==> src/hw/sim_regs.svh <==
// register map, field positions and reset values of the interrupt mask stage
// assumes a 32-bit register bus with byte addresses in the low address bits
`ifndef SIM_REGS_SVH
`define SIM_REGS_SVH

// ==========================================================
// widths
`define SIM_ADDR_W 12
`define SIM_DATA_W 32
`define SIM_NUM_EVT 7

// ==========================================================
// byte offsets
`define SIM_OFS_RAW 12'h050
`define SIM_OFS_MASK 12'h054
`define SIM_OFS_MISC 12'h058
`define SIM_OFS_BORCTL 12'h060

// ==========================================================
// event bit positions, shared by raw, mask and masked registers
`define SIM_BIT_PLL_LOCK 6
`define SIM_BIT_CUR_LIM 5
`define SIM_BIT_INT_OSC 4
`define SIM_BIT_MAIN_OSC 3
`define SIM_BIT_REG_UNREG 2
`define SIM_BIT_BROWNOUT 1
`define SIM_BIT_PLL_FAULT 0
// brown-out reset-instead-of-interrupt select in the brown-out control register
`define SIM_BIT_BOR_SEL 1

// ==========================================================
// reset values and bus answers
`define SIM_MASK_RST 7'h00
`define SIM_RAW_RST 7'h00
`define SIM_BOR_SEL_RST 1'h0
`define SIM_RESP_OKAY 2'h0
`define SIM_RESP_DECERR 2'h3

`endif

==> src/hw/sim_pkg.sv <==
// types shared by the interrupt mask stage modules
// assumes the register header is included by each user
`default_nettype none

package sim_pkg;

    // ==========================================================
    // one bit per system-control event
    typedef logic [6:0] sim_evt_t;

    // register selected by a bus address
    typedef enum logic [2:0] {
        SIM_SEL_RAW,
        SIM_SEL_MASK,
        SIM_SEL_MISC,
        SIM_SEL_BORCTL,
        SIM_SEL_NONE
    } sim_sel_e;

endpackage

`default_nettype wire

==> src/hw/sim_rst_sync.sv <==
// reset release synchroniser
// assumes an active-low asynchronous reset input on the block clock
`timescale 1ns/1ps
`default_nettype none

module sim_rst_sync (
    input wire logic i_clk,
    input wire logic i_rst_n,
    output logic o_rst_n
);

    // ==========================================================
    // two-stage release
    logic meta_q; // first stage, read only by the second
    logic sync_q; // second stage

    // assert at once, release after two edges
    always_ff @(posedge i_clk or negedge i_rst_n) begin
        if (!i_rst_n) begin
            meta_q <= 1'b0;
            sync_q <= 1'b0;
        end else begin
            meta_q <= 1'b1;
            sync_q <= meta_q;
        end
    end

    assign o_rst_n = sync_q;

endmodule

`default_nettype wire

==> src/hw/sim_evt_latch.sv <==
// sticky event latches, set by hardware, cleared by a one-cycle clear vector
// assumes set and clear are synchronous to the clock
`timescale 1ns/1ps
`default_nettype none

module sim_evt_latch #(
    parameter int W = 7
) (
    input wire logic i_clk,
    input wire logic i_rst_n,
    input wire logic [W-1:0] i_set,
    input wire logic [W-1:0] i_clr,
    output logic [W-1:0] o_stat
);

    // ==========================================================
    // one latch per event
    genvar g;
    generate
        for (g = 0; g < W; g++) begin : g_bit
            logic stat_q; // sticky status bit
            // a set in the clear cycle wins so no event is lost
            always_ff @(posedge i_clk or negedge i_rst_n) begin
                if (!i_rst_n) begin
                    stat_q <= 1'b0;
                end else if (i_set[g]) begin
                    stat_q <= 1'b1;
                end else if (i_clr[g]) begin
                    stat_q <= 1'b0;
                end
            end
            assign o_stat[g] = stat_q;
        end
    endgenerate

endmodule

`default_nettype wire

==> src/hw/sim_top.sv <==
// system-control interrupt mask stage with an AXI4-Lite register slave
// assumes event inputs are synchronous to I_CLK and high while a condition is seen
//
// How it works
// - mask bit 6 gates PLL lock event
// - mask bit 5 gates current limit event
// - mask bit 4 gates internal oscillator fault
// - mask bit 3 gates main oscillator fault
// - mask bit 2 gates regulator unregulated event
// - mask bit 1 gates brown-out event
// - mask bit 0 gates PLL fault event
// - mask at 0x054, read-write, resets zero
// - bits 31:7 reserved, software leaves them alone
// - raw status set only by hardware events, cleared through the masked register
// - masked status is raw AND mask, brown-out bit also gated by the reset select
// - write one clears masked and raw bit
// - brown-out interrupts only when reset select clear
//
// The AXI4-Lite interface to the registers was decided locally.
`timescale 1ns/1ps
`default_nettype none
`include "sim_regs.svh"

module sim_top
    import sim_pkg::*;
#(
    parameter int ADDR_W = `SIM_ADDR_W
) (
    input wire logic I_CLK,
    input wire logic I_RSTN,
    // write address channel
    input wire logic [ADDR_W-1:0] I_AWADDR,
    input wire logic I_AWVALID,
    output logic O_AWREADY,
    // write data channel
    input wire logic [31:0] I_WDATA,
    input wire logic [3:0] I_WSTRB,
    input wire logic I_WVALID,
    output logic O_WREADY,
    // write response channel
    output logic [1:0] O_BRESP,
    output logic O_BVALID,
    input wire logic I_BREADY,
    // read address channel
    input wire logic [ADDR_W-1:0] I_ARADDR,
    input wire logic I_ARVALID,
    output logic O_ARREADY,
    // read data channel
    output logic [31:0] O_RDATA,
    output logic [1:0] O_RRESP,
    output logic O_RVALID,
    input wire logic I_RREADY,
    // hardware event detectors
    input wire logic I_PLL_LOCK_EVT,
    input wire logic I_CUR_LIM_EVT,
    input wire logic I_INT_OSC_FAULT_EVT,
    input wire logic I_MAIN_OSC_FAULT_EVT,
    input wire logic I_REG_UNREG_EVT,
    input wire logic I_BROWNOUT_EVT,
    input wire logic I_PLL_FAULT_EVT,
    // to the processor interrupt controller
    output logic O_IRQ,
    output logic [6:0] O_MASKED_STATUS,
    // brown-out reset request when reset is selected over interrupt
    output logic O_BROWNOUT_RESET_REQ
);

    // ==========================================================
    // address decode
    // ==========================================================

    // maps a byte address onto a register, used by both paths
    function automatic sim_sel_e decode(input logic [ADDR_W-1:0] a);
        sim_sel_e s;
        s = SIM_SEL_NONE;
        if (a == ADDR_W'(`SIM_OFS_RAW)) begin
            s = SIM_SEL_RAW;
        end else if (a == ADDR_W'(`SIM_OFS_MASK)) begin
            s = SIM_SEL_MASK;
        end else if (a == ADDR_W'(`SIM_OFS_MISC)) begin
            s = SIM_SEL_MISC;
        end else if (a == ADDR_W'(`SIM_OFS_BORCTL)) begin
            s = SIM_SEL_BORCTL;
        end
        return s;
    endfunction

    // ==========================================================
    // reset
    // ==========================================================

    logic rst_n; // released copy of I_RSTN

    sim_rst_sync u_rst (
        .i_clk(I_CLK),
        .i_rst_n(I_RSTN),
        .o_rst_n(rst_n)
    );

    // ==========================================================
    // write channel
    // ==========================================================

    logic awready_q; // address slot free
    logic wready_q; // data slot free
    logic aw_held_q; // address taken, waiting for data
    logic w_held_q; // data taken, waiting for address
    logic [ADDR_W-1:0] awaddr_q; // held write address
    logic [31:0] wdata_q; // held write data
    logic [3:0] wstrb_q; // held byte enables
    logic bvalid_q; // response pending
    logic [1:0] bresp_q; // response code
    logic wr_go; // both halves present, write this cycle
    sim_sel_e wr_sel; // register hit by the write
    logic wr_lane0; // low byte lane enabled

    assign wr_go = aw_held_q && w_held_q && !bvalid_q;
    assign wr_sel = decode(awaddr_q);
    assign wr_lane0 = wstrb_q[0];

    // take the address independently of the data
    always_ff @(posedge I_CLK or negedge rst_n) begin
        if (!rst_n) begin
            aw_held_q <= 1'b0;
            awready_q <= 1'b0;
            awaddr_q <= '0;
        end else if (I_AWVALID && awready_q) begin
            // address accepted, close the slot
            aw_held_q <= 1'b1;
            awready_q <= 1'b0;
            awaddr_q <= I_AWADDR;
        end else if (wr_go) begin
            // write done, slot opens after the response
            aw_held_q <= 1'b0;
        end else begin
            // open while nothing is held and no response waits
            awready_q <= !aw_held_q && !bvalid_q;
        end
    end

    // take the data independently of the address
    always_ff @(posedge I_CLK or negedge rst_n) begin
        if (!rst_n) begin
            w_held_q <= 1'b0;
            wready_q <= 1'b0;
            wdata_q <= '0;
            wstrb_q <= '0;
        end else if (I_WVALID && wready_q) begin
            // data accepted, close the slot
            w_held_q <= 1'b1;
            wready_q <= 1'b0;
            wdata_q <= I_WDATA;
            wstrb_q <= I_WSTRB;
        end else if (wr_go) begin
            w_held_q <= 1'b0;
        end else begin
            wready_q <= !w_held_q && !bvalid_q;
        end
    end

    // response after both halves are in
    always_ff @(posedge I_CLK or negedge rst_n) begin
        if (!rst_n) begin
            bvalid_q <= 1'b0;
            bresp_q <= `SIM_RESP_OKAY;
        end else if (wr_go) begin
            bvalid_q <= 1'b1;
            // unmapped addresses answer with a decode error
            bresp_q <= (wr_sel == SIM_SEL_NONE) ? `SIM_RESP_DECERR : `SIM_RESP_OKAY;
        end else if (bvalid_q && I_BREADY) begin
            bvalid_q <= 1'b0;
        end
    end

    // ==========================================================
    // software registers
    // ==========================================================

    sim_evt_t mask_q; // interrupt_mask_control
    logic bor_sel_q; // brownout_reset_select

    // mask register, only bits 6:0 store, upper bits are dropped
    always_ff @(posedge I_CLK or negedge rst_n) begin
        if (!rst_n) begin
            mask_q <= `SIM_MASK_RST; // every interrupt starts disabled
        end else if (wr_go && wr_lane0 && wr_sel == SIM_SEL_MASK) begin
            mask_q <= wdata_q[`SIM_NUM_EVT-1:0];
        end
    end

    // brown-out control register, reset-instead-of-interrupt select
    always_ff @(posedge I_CLK or negedge rst_n) begin
        if (!rst_n) begin
            bor_sel_q <= `SIM_BOR_SEL_RST;
        end else if (wr_go && wr_lane0 && wr_sel == SIM_SEL_BORCTL) begin
            bor_sel_q <= wdata_q[`SIM_BIT_BOR_SEL];
        end
    end

    // ==========================================================
    // raw event status
    // ==========================================================

    sim_evt_t evt_set; // hardware set vector
    sim_evt_t evt_clr; // one-cycle clear from a masked-status write
    sim_evt_t raw; // raw_event_status

    // gather the detectors into the shared bit layout
    always_comb begin
        evt_set = `SIM_RAW_RST;
        evt_set[`SIM_BIT_PLL_LOCK] = I_PLL_LOCK_EVT;
        evt_set[`SIM_BIT_CUR_LIM] = I_CUR_LIM_EVT;
        evt_set[`SIM_BIT_INT_OSC] = I_INT_OSC_FAULT_EVT;
        evt_set[`SIM_BIT_MAIN_OSC] = I_MAIN_OSC_FAULT_EVT;
        evt_set[`SIM_BIT_REG_UNREG] = I_REG_UNREG_EVT;
        evt_set[`SIM_BIT_BROWNOUT] = I_BROWNOUT_EVT;
        evt_set[`SIM_BIT_PLL_FAULT] = I_PLL_FAULT_EVT;
    end

    // write one to the masked register clears the raw bit; zero does nothing
    // a write to the raw register itself never reaches the latches
    always_comb begin
        if (wr_go && wr_lane0 && wr_sel == SIM_SEL_MISC) begin
            evt_clr = wdata_q[`SIM_NUM_EVT-1:0];
        end else begin
            evt_clr = '0;
        end
    end

    // sticky latches, event set beats a clear in the same cycle
    sim_evt_latch #(
        .W(`SIM_NUM_EVT)
    ) u_raw (
        .i_clk(I_CLK),
        .i_rst_n(rst_n),
        .i_set(evt_set),
        .i_clr(evt_clr),
        .o_stat(raw)
    );

    // ==========================================================
    // masking
    // ==========================================================

    sim_evt_t gate; // effective per-event enable
    sim_evt_t masked; // masked status seen by software and the controller

    // per-event enables; brown-out also needs the reset select clear
    always_comb begin
        gate = '0;
        gate[`SIM_BIT_PLL_LOCK] = mask_q[`SIM_BIT_PLL_LOCK];
        gate[`SIM_BIT_CUR_LIM] = mask_q[`SIM_BIT_CUR_LIM];
        gate[`SIM_BIT_INT_OSC] = mask_q[`SIM_BIT_INT_OSC];
        gate[`SIM_BIT_MAIN_OSC] = mask_q[`SIM_BIT_MAIN_OSC];
        gate[`SIM_BIT_REG_UNREG] = mask_q[`SIM_BIT_REG_UNREG];
        gate[`SIM_BIT_BROWNOUT] = mask_q[`SIM_BIT_BROWNOUT] && !bor_sel_q;
        gate[`SIM_BIT_PLL_FAULT] = mask_q[`SIM_BIT_PLL_FAULT];
    end

    // clearing raw clears masked too, since masked follows raw
    assign masked = raw & gate;

    // ==========================================================
    // interrupt outputs
    // ==========================================================

    logic irq_q; // processor interrupt line
    sim_evt_t masked_q; // registered copy for the controller
    logic bor_rst_q; // brown-out reset request

    // one line, high while any masked bit is set, refreshed every cycle
    always_ff @(posedge I_CLK or negedge rst_n) begin
        if (!rst_n) begin
            irq_q <= 1'b0;
            masked_q <= `SIM_RAW_RST;
        end else begin
            irq_q <= |masked;
            masked_q <= masked;
        end
    end

    // brown-out turns into a reset request when reset is selected
    always_ff @(posedge I_CLK or negedge rst_n) begin
        if (!rst_n) begin
            bor_rst_q <= 1'b0;
        end else begin
            bor_rst_q <= raw[`SIM_BIT_BROWNOUT] && bor_sel_q;
        end
    end

    // ==========================================================
    // read channel
    // ==========================================================

    logic arready_q; // read address slot free
    logic rvalid_q; // read data pending
    logic [31:0] rdata_q; // read data
    logic [1:0] rresp_q; // read response code
    sim_sel_e rd_sel; // register hit by the read
    logic [31:0] rd_word; // word for the selected register

    assign rd_sel = decode(I_ARADDR);

    // reserved bits 31:7 read as zero
    always_comb begin
        rd_word = '0;
        unique case (rd_sel)
            SIM_SEL_RAW: begin
                rd_word[`SIM_NUM_EVT-1:0] = raw;
            end
            SIM_SEL_MASK: begin
                rd_word[`SIM_NUM_EVT-1:0] = mask_q;
            end
            SIM_SEL_MISC: begin
                rd_word[`SIM_NUM_EVT-1:0] = masked;
            end
            SIM_SEL_BORCTL: begin
                rd_word[`SIM_BIT_BOR_SEL] = bor_sel_q;
            end
            SIM_SEL_NONE: begin
                rd_word = '0;
            end
        endcase
    end

    // one read at a time, data one edge after the address is taken
    always_ff @(posedge I_CLK or negedge rst_n) begin
        if (!rst_n) begin
            arready_q <= 1'b0;
            rvalid_q <= 1'b0;
            rdata_q <= '0;
            rresp_q <= `SIM_RESP_OKAY;
        end else if (I_ARVALID && arready_q) begin
            // capture the word and close the slot
            arready_q <= 1'b0;
            rvalid_q <= 1'b1;
            rdata_q <= rd_word;
            rresp_q <= (rd_sel == SIM_SEL_NONE) ? `SIM_RESP_DECERR : `SIM_RESP_OKAY;
        end else if (rvalid_q && I_RREADY) begin
            rvalid_q <= 1'b0;
        end else begin
            // reopen once the data has gone
            arready_q <= !rvalid_q;
        end
    end

    // ==========================================================
    // port drive, all from flip-flops
    // ==========================================================

    assign O_AWREADY = awready_q;
    assign O_WREADY = wready_q;
    assign O_BVALID = bvalid_q;
    assign O_BRESP = bresp_q;
    assign O_ARREADY = arready_q;
    assign O_RVALID = rvalid_q;
    assign O_RDATA = rdata_q;
    assign O_RRESP = rresp_q;
    assign O_IRQ = irq_q;
    assign O_MASKED_STATUS = masked_q;
    assign O_BROWNOUT_RESET_REQ = bor_rst_q;

endmodule

`default_nettype wire

==> config.mk <==
export PLATFORM = sky130hd
export DESIGN_NAME = sim_top
export DESIGN_NICKNAME = d
export VERILOG_FILES = /design/src/hw/sim_pkg.sv /design/src/hw/sim_rst_sync.sv /design/src/hw/sim_evt_latch.sv /design/src/hw/sim_top.sv
export VERILOG_INCLUDE_DIRS = /design/src /design/src/hw
export SDC_FILE = /design/constraint.sdc
export NUM_CORES = 1
export LEC_CHECK = 0
export BUFFER_PORTS_ARGS = -buffer_cell sky130_fd_sc_hd__buf_2
export CAP_MARGIN = 15
export CORE_ASPECT_RATIO = 1.4
export CORE_MARGIN = 1.5
export CORE_UTILIZATION = 47
export DETAILED_ROUTE_END_ITERATION = 8
export PLACE_DENSITY = 0.8
export SLEW_MARGIN = 20
export SYNTH_ARGS = -nofsm -noshare
export SYNTH_HDL_FRONTEND = slang
export SYNTH_SLANG_ARGS = --single-unit
==> constraint.sdc <==
create_clock -name I_CLK -period 2.37 [get_ports I_CLK]
set_input_delay 0.474 -clock I_CLK [delete_from_list [all_inputs] [get_ports I_CLK]]
set_output_delay 0.474 -clock I_CLK [all_outputs]
set_load 0.1 [all_outputs]
==> results.yml <==
global_route:
  overflow: 0
  grt_usage_pct: 18.12
  grt_max_degree: 61
  grt_pass1_wl_um: 8259
  grt_pass1_vias: 1843
  grt_antenna_before_repair: 0
synth:
  async_reset_ff_share_pct: 100.0
  ys_warn_count: 0
  synth_edf_count: 0
  synth-main-ff-cell: "dfrtp_1"
  synth_compound_gate_area_share_pct: 9.829
  synth-seq-cells: 62
  synth_top_family_by_area: "multiplexers"
  yosys.area_share.simple_pct: 11.18
  ys_types: 34
  synth_fa_ha_area_share_pct: 0
  syn_area_mm2: 0.002775
  seq_area_frac_synth_pct: 55.91
  syn_avg_cell_area_um2: 12.12
  synthMuxAreaShare_pct: 12.80
  synth_xor_area_share_pct: 0
  syn_inst: 229
clock_tree:
  cts-root-buf: "clkbuf_8"
  cts.sinks: 62
  cts_setup_buffers: 0
  cts_resized: 0
  h-tree-depth: 3
  clock_path_buffers: 2
  tritoncts: "built"
  cts_buffers: 9
  clk_latency_ps: 340
  path_clk_slew_ps: 60
worst_setup_path:
  r2r_cells: 4
  crit_type: "flop to flop"
  cp_top_family: "simple AND/OR/NAND/NOR gates"
  cp_slowest_stage_delay_ps: 460
  path_cells: "and3b_1, nand4_2, nor4_4, mux2_2"
  crit_buf_inv: 0
  worstPathRequired_ps: 2590
  crit_path_end_kind: "flop"
  crit_slowest_cell: "nor4_4"
  critPathLaunch: "O_BVALID"
  rr_startpoint: "O_BVALID"
  reg2reg_slack_ps: 420
  critPathArrivalTime_ps: 2180
  path_max_fanout: 7
  worstReg2RegEnd: "mask_q[0]"
  start_kind: "flop"
layout:
  num-fill-cells: 488
  finalCoreUtilization_pct: 58.17
  syn_to_final_growth_pct: 17.49
  num_antenna_cells: 0
  final_common_cell: "buf_2"
  layout.nets: 378
  drive_above_1_share_pct: 37.66
  seq_area_mm2: 0.001553
  multiInputGateArea_mm2: 0.001036
  final_cell_mix: "buf_2, dfrtp_1, mux2_2"
pwr:
  p_int_mw: 2.003
  swShare_pct: 39.68
  p_leak_nw: 1.676
  ir_drop_mv: 0.7455
  p_comb_share_pct: 30.8
  p_seq_share_pct: 46.0
  p_clk_share_pct: 23.3
  power_switching_mw: 1.318
  power_mw: 3.320
  powerDensity_mw_per_mm2: 1018
routing:
  wirelength_um: 5137
  wl_per_cell_um: 13.66
  drt-initial-drc-count: 139
  postRouteAntennaNets: 0
  vias: 1932
  via_per_inst: 5.138
  drt-pass1-iter-count: 4
  drc: 0
floorplan:
  ios: 124
  die_w_um: 67.94
  rows: 32
  initial_utilization_pct: 49.51
  core-area_mm2: 0.005605
  fp.dieArea_mm2: 0.006381
  dieHeight_um: 93.92
placed_design:
  hpwl_um: 3835
  portBuffers: 70
  dpl_worst_slack_ps: 411.6
  routabilityCongestion: 0.7246
timing:
  timing.final.crit_share_pct: 82.38
  relSlewSlack_pct: 51.64
  setup_slack_ps: 417.6
  rsz0062_at_grt: "no"
  finalHoldViolCount: 0
  fmax_mhz: 512.2
  drv_slew: 0
  finalClockSkew_ps: 6.308
  finalSetupViolations: 0
  timing.hold.ws_ps: 308.0
  min_period_ps: 1952
  finalSetupTns_ps: 0
  worst_pin_slew_ps: 725.4
run:
  drv_cap: 0
hold_path:
  hold_end: "u_raw.g_bit[1].stat_q"
  min_path_cells: 2
  min_path_type: "primary input to flop"
  min-delay-start: "I_BROWNOUT_EVT"
outcome:
  status: "complete, no violations"
==> final cells by class <==
cell class | count | share of cell area [%]
sequential | 62 | 47.62
timing repair buffer | 73 | 11.51
inverter | 14 | 1.612
clock buffer | 13 | 4.566
clock inverter | 2 | 0.3070
tap | 68 | 2.609
multi-input combinational | 144 | 31.77
==> worst register-to-register path, delay by kind of cell (launching register included) <==
family | cells | cell delay, ps
DFF | 1 | 440
muxes | 1 | 410
and+or+nand+nor | 3 | 990
==> metrics by stage <==
step / instance area [um2] / instances
global placement: 3092 / 360
finish: 3261 / 376
floorplan: 2865 / 253
detailed placement: 3092 / 360
CTS: 3261 / 376
global route: 3261 / 376
==> worst max-delay path by stage <==
| stage | to | slack, ps | cells past startpoint |
|---|---|---|---|
| after CTS | mask_q[0] | 400 | 4 |
| after global routing | mask_q[5] | 290 | 4 |
| after floorplan | mask_q[0] | 250 | 4 |
| after detailed placement | mask_q[5] | 410 | 4 |
| final | mask_q[0] | 420 | 4 |
| after global placement | mask_q[5] | 490 | 4 |
==> logic make-up after synthesis <==
family,count (synthesis)
other cells,2
flops,62
mux,32
buf+inv,47
compound gates,39
simple gates,47
==> sequential cells by signal (all words and copies together), names as in the netlist <==
| name | flops |
|---|---|
| awaddr_q | 12 |
| O_MASKED_STATUS | 7 |
| O_ARREADY | 1 |
| u_rst.o_rst_n | 1 |
| O_BROWNOUT_RESET_REQ | 1 |
| u_raw.g_bit.stat_q | 7 |
| O_IRQ | 1 |
| O_BVALID | 1 |
| aw_held_q | 1 |
| wstrb_q | 1 |
| O_RRESP | 1 |
| mask_q | 7 |
| O_WREADY | 1 |
| bor_sel_q | 1 |
| O_RVALID | 1 |
| O_AWREADY | 1 |
| u_rst.meta_q | 1 |
| O_RDATA | 7 |
| O_BRESP | 1 |
| wdata_q | 7 |
| w_held_q | 1 |
==> routing by layer <==
metal | share of wire (%) | GRT usage [%] | up-vias
met5 | 0 | 0 | -
met4 | 2.2 | 9.667 | 0
met3 | 7.8 | 7.434 | 9
met2 | 53 | 31.15 | 72
met1 | 37 | 17.94 | 938
li1 | - | - | 913
==> power by group through the flow <==
stage / registers, mW / logic [mW] / clock network [mW]
floorplan: 1.79 / 0.612 / 0
global placement: 1.52 / 0.999 / 0
detailed placement: 1.55 / 1.03 / 0
CTS: 1.53 / 1.03 / 0.804
global route: 1.56 / 1.09 / 0.859
finish: 1.53 / 1.02 / 0.773
==> synth_stat cells, types with 3 or more instances <==
| cell | number | area, um2 |
|---|---|---|
| dfrtp_1 | 62 | 1551 |
| mux2_2 | 28 | 315.3 |
| buf_4 | 27 | 202.7 |
| inv_1 | 14 | 52.55 |
| nand2_1 | 12 | 45.04 |
| a21o_1 | 9 | 67.56 |
| nand4_1 | 9 | 56.30 |
| a22o_1 | 8 | 70.07 |
| o21ai_0 | 8 | 40.04 |
| clkbuf_1 | 4 | 15.01 |
| mux2i_1 | 4 | 40.04 |
| nor2_1 | 4 | 15.01 |
| o22ai_1 | 4 | 25.02 |
| a21oi_1 | 3 | 15.01 |
| and2_1 | 3 | 18.77 |
| nor4_1 | 3 | 18.77 |
==> timing repair <==
item | in CTS | in global routing
endpoints found under the hold margin | 2 | 0
hold buffers | 1 | 0
setup endpoints to repair | 0 | 0
(Power assumes the default switching activity.)
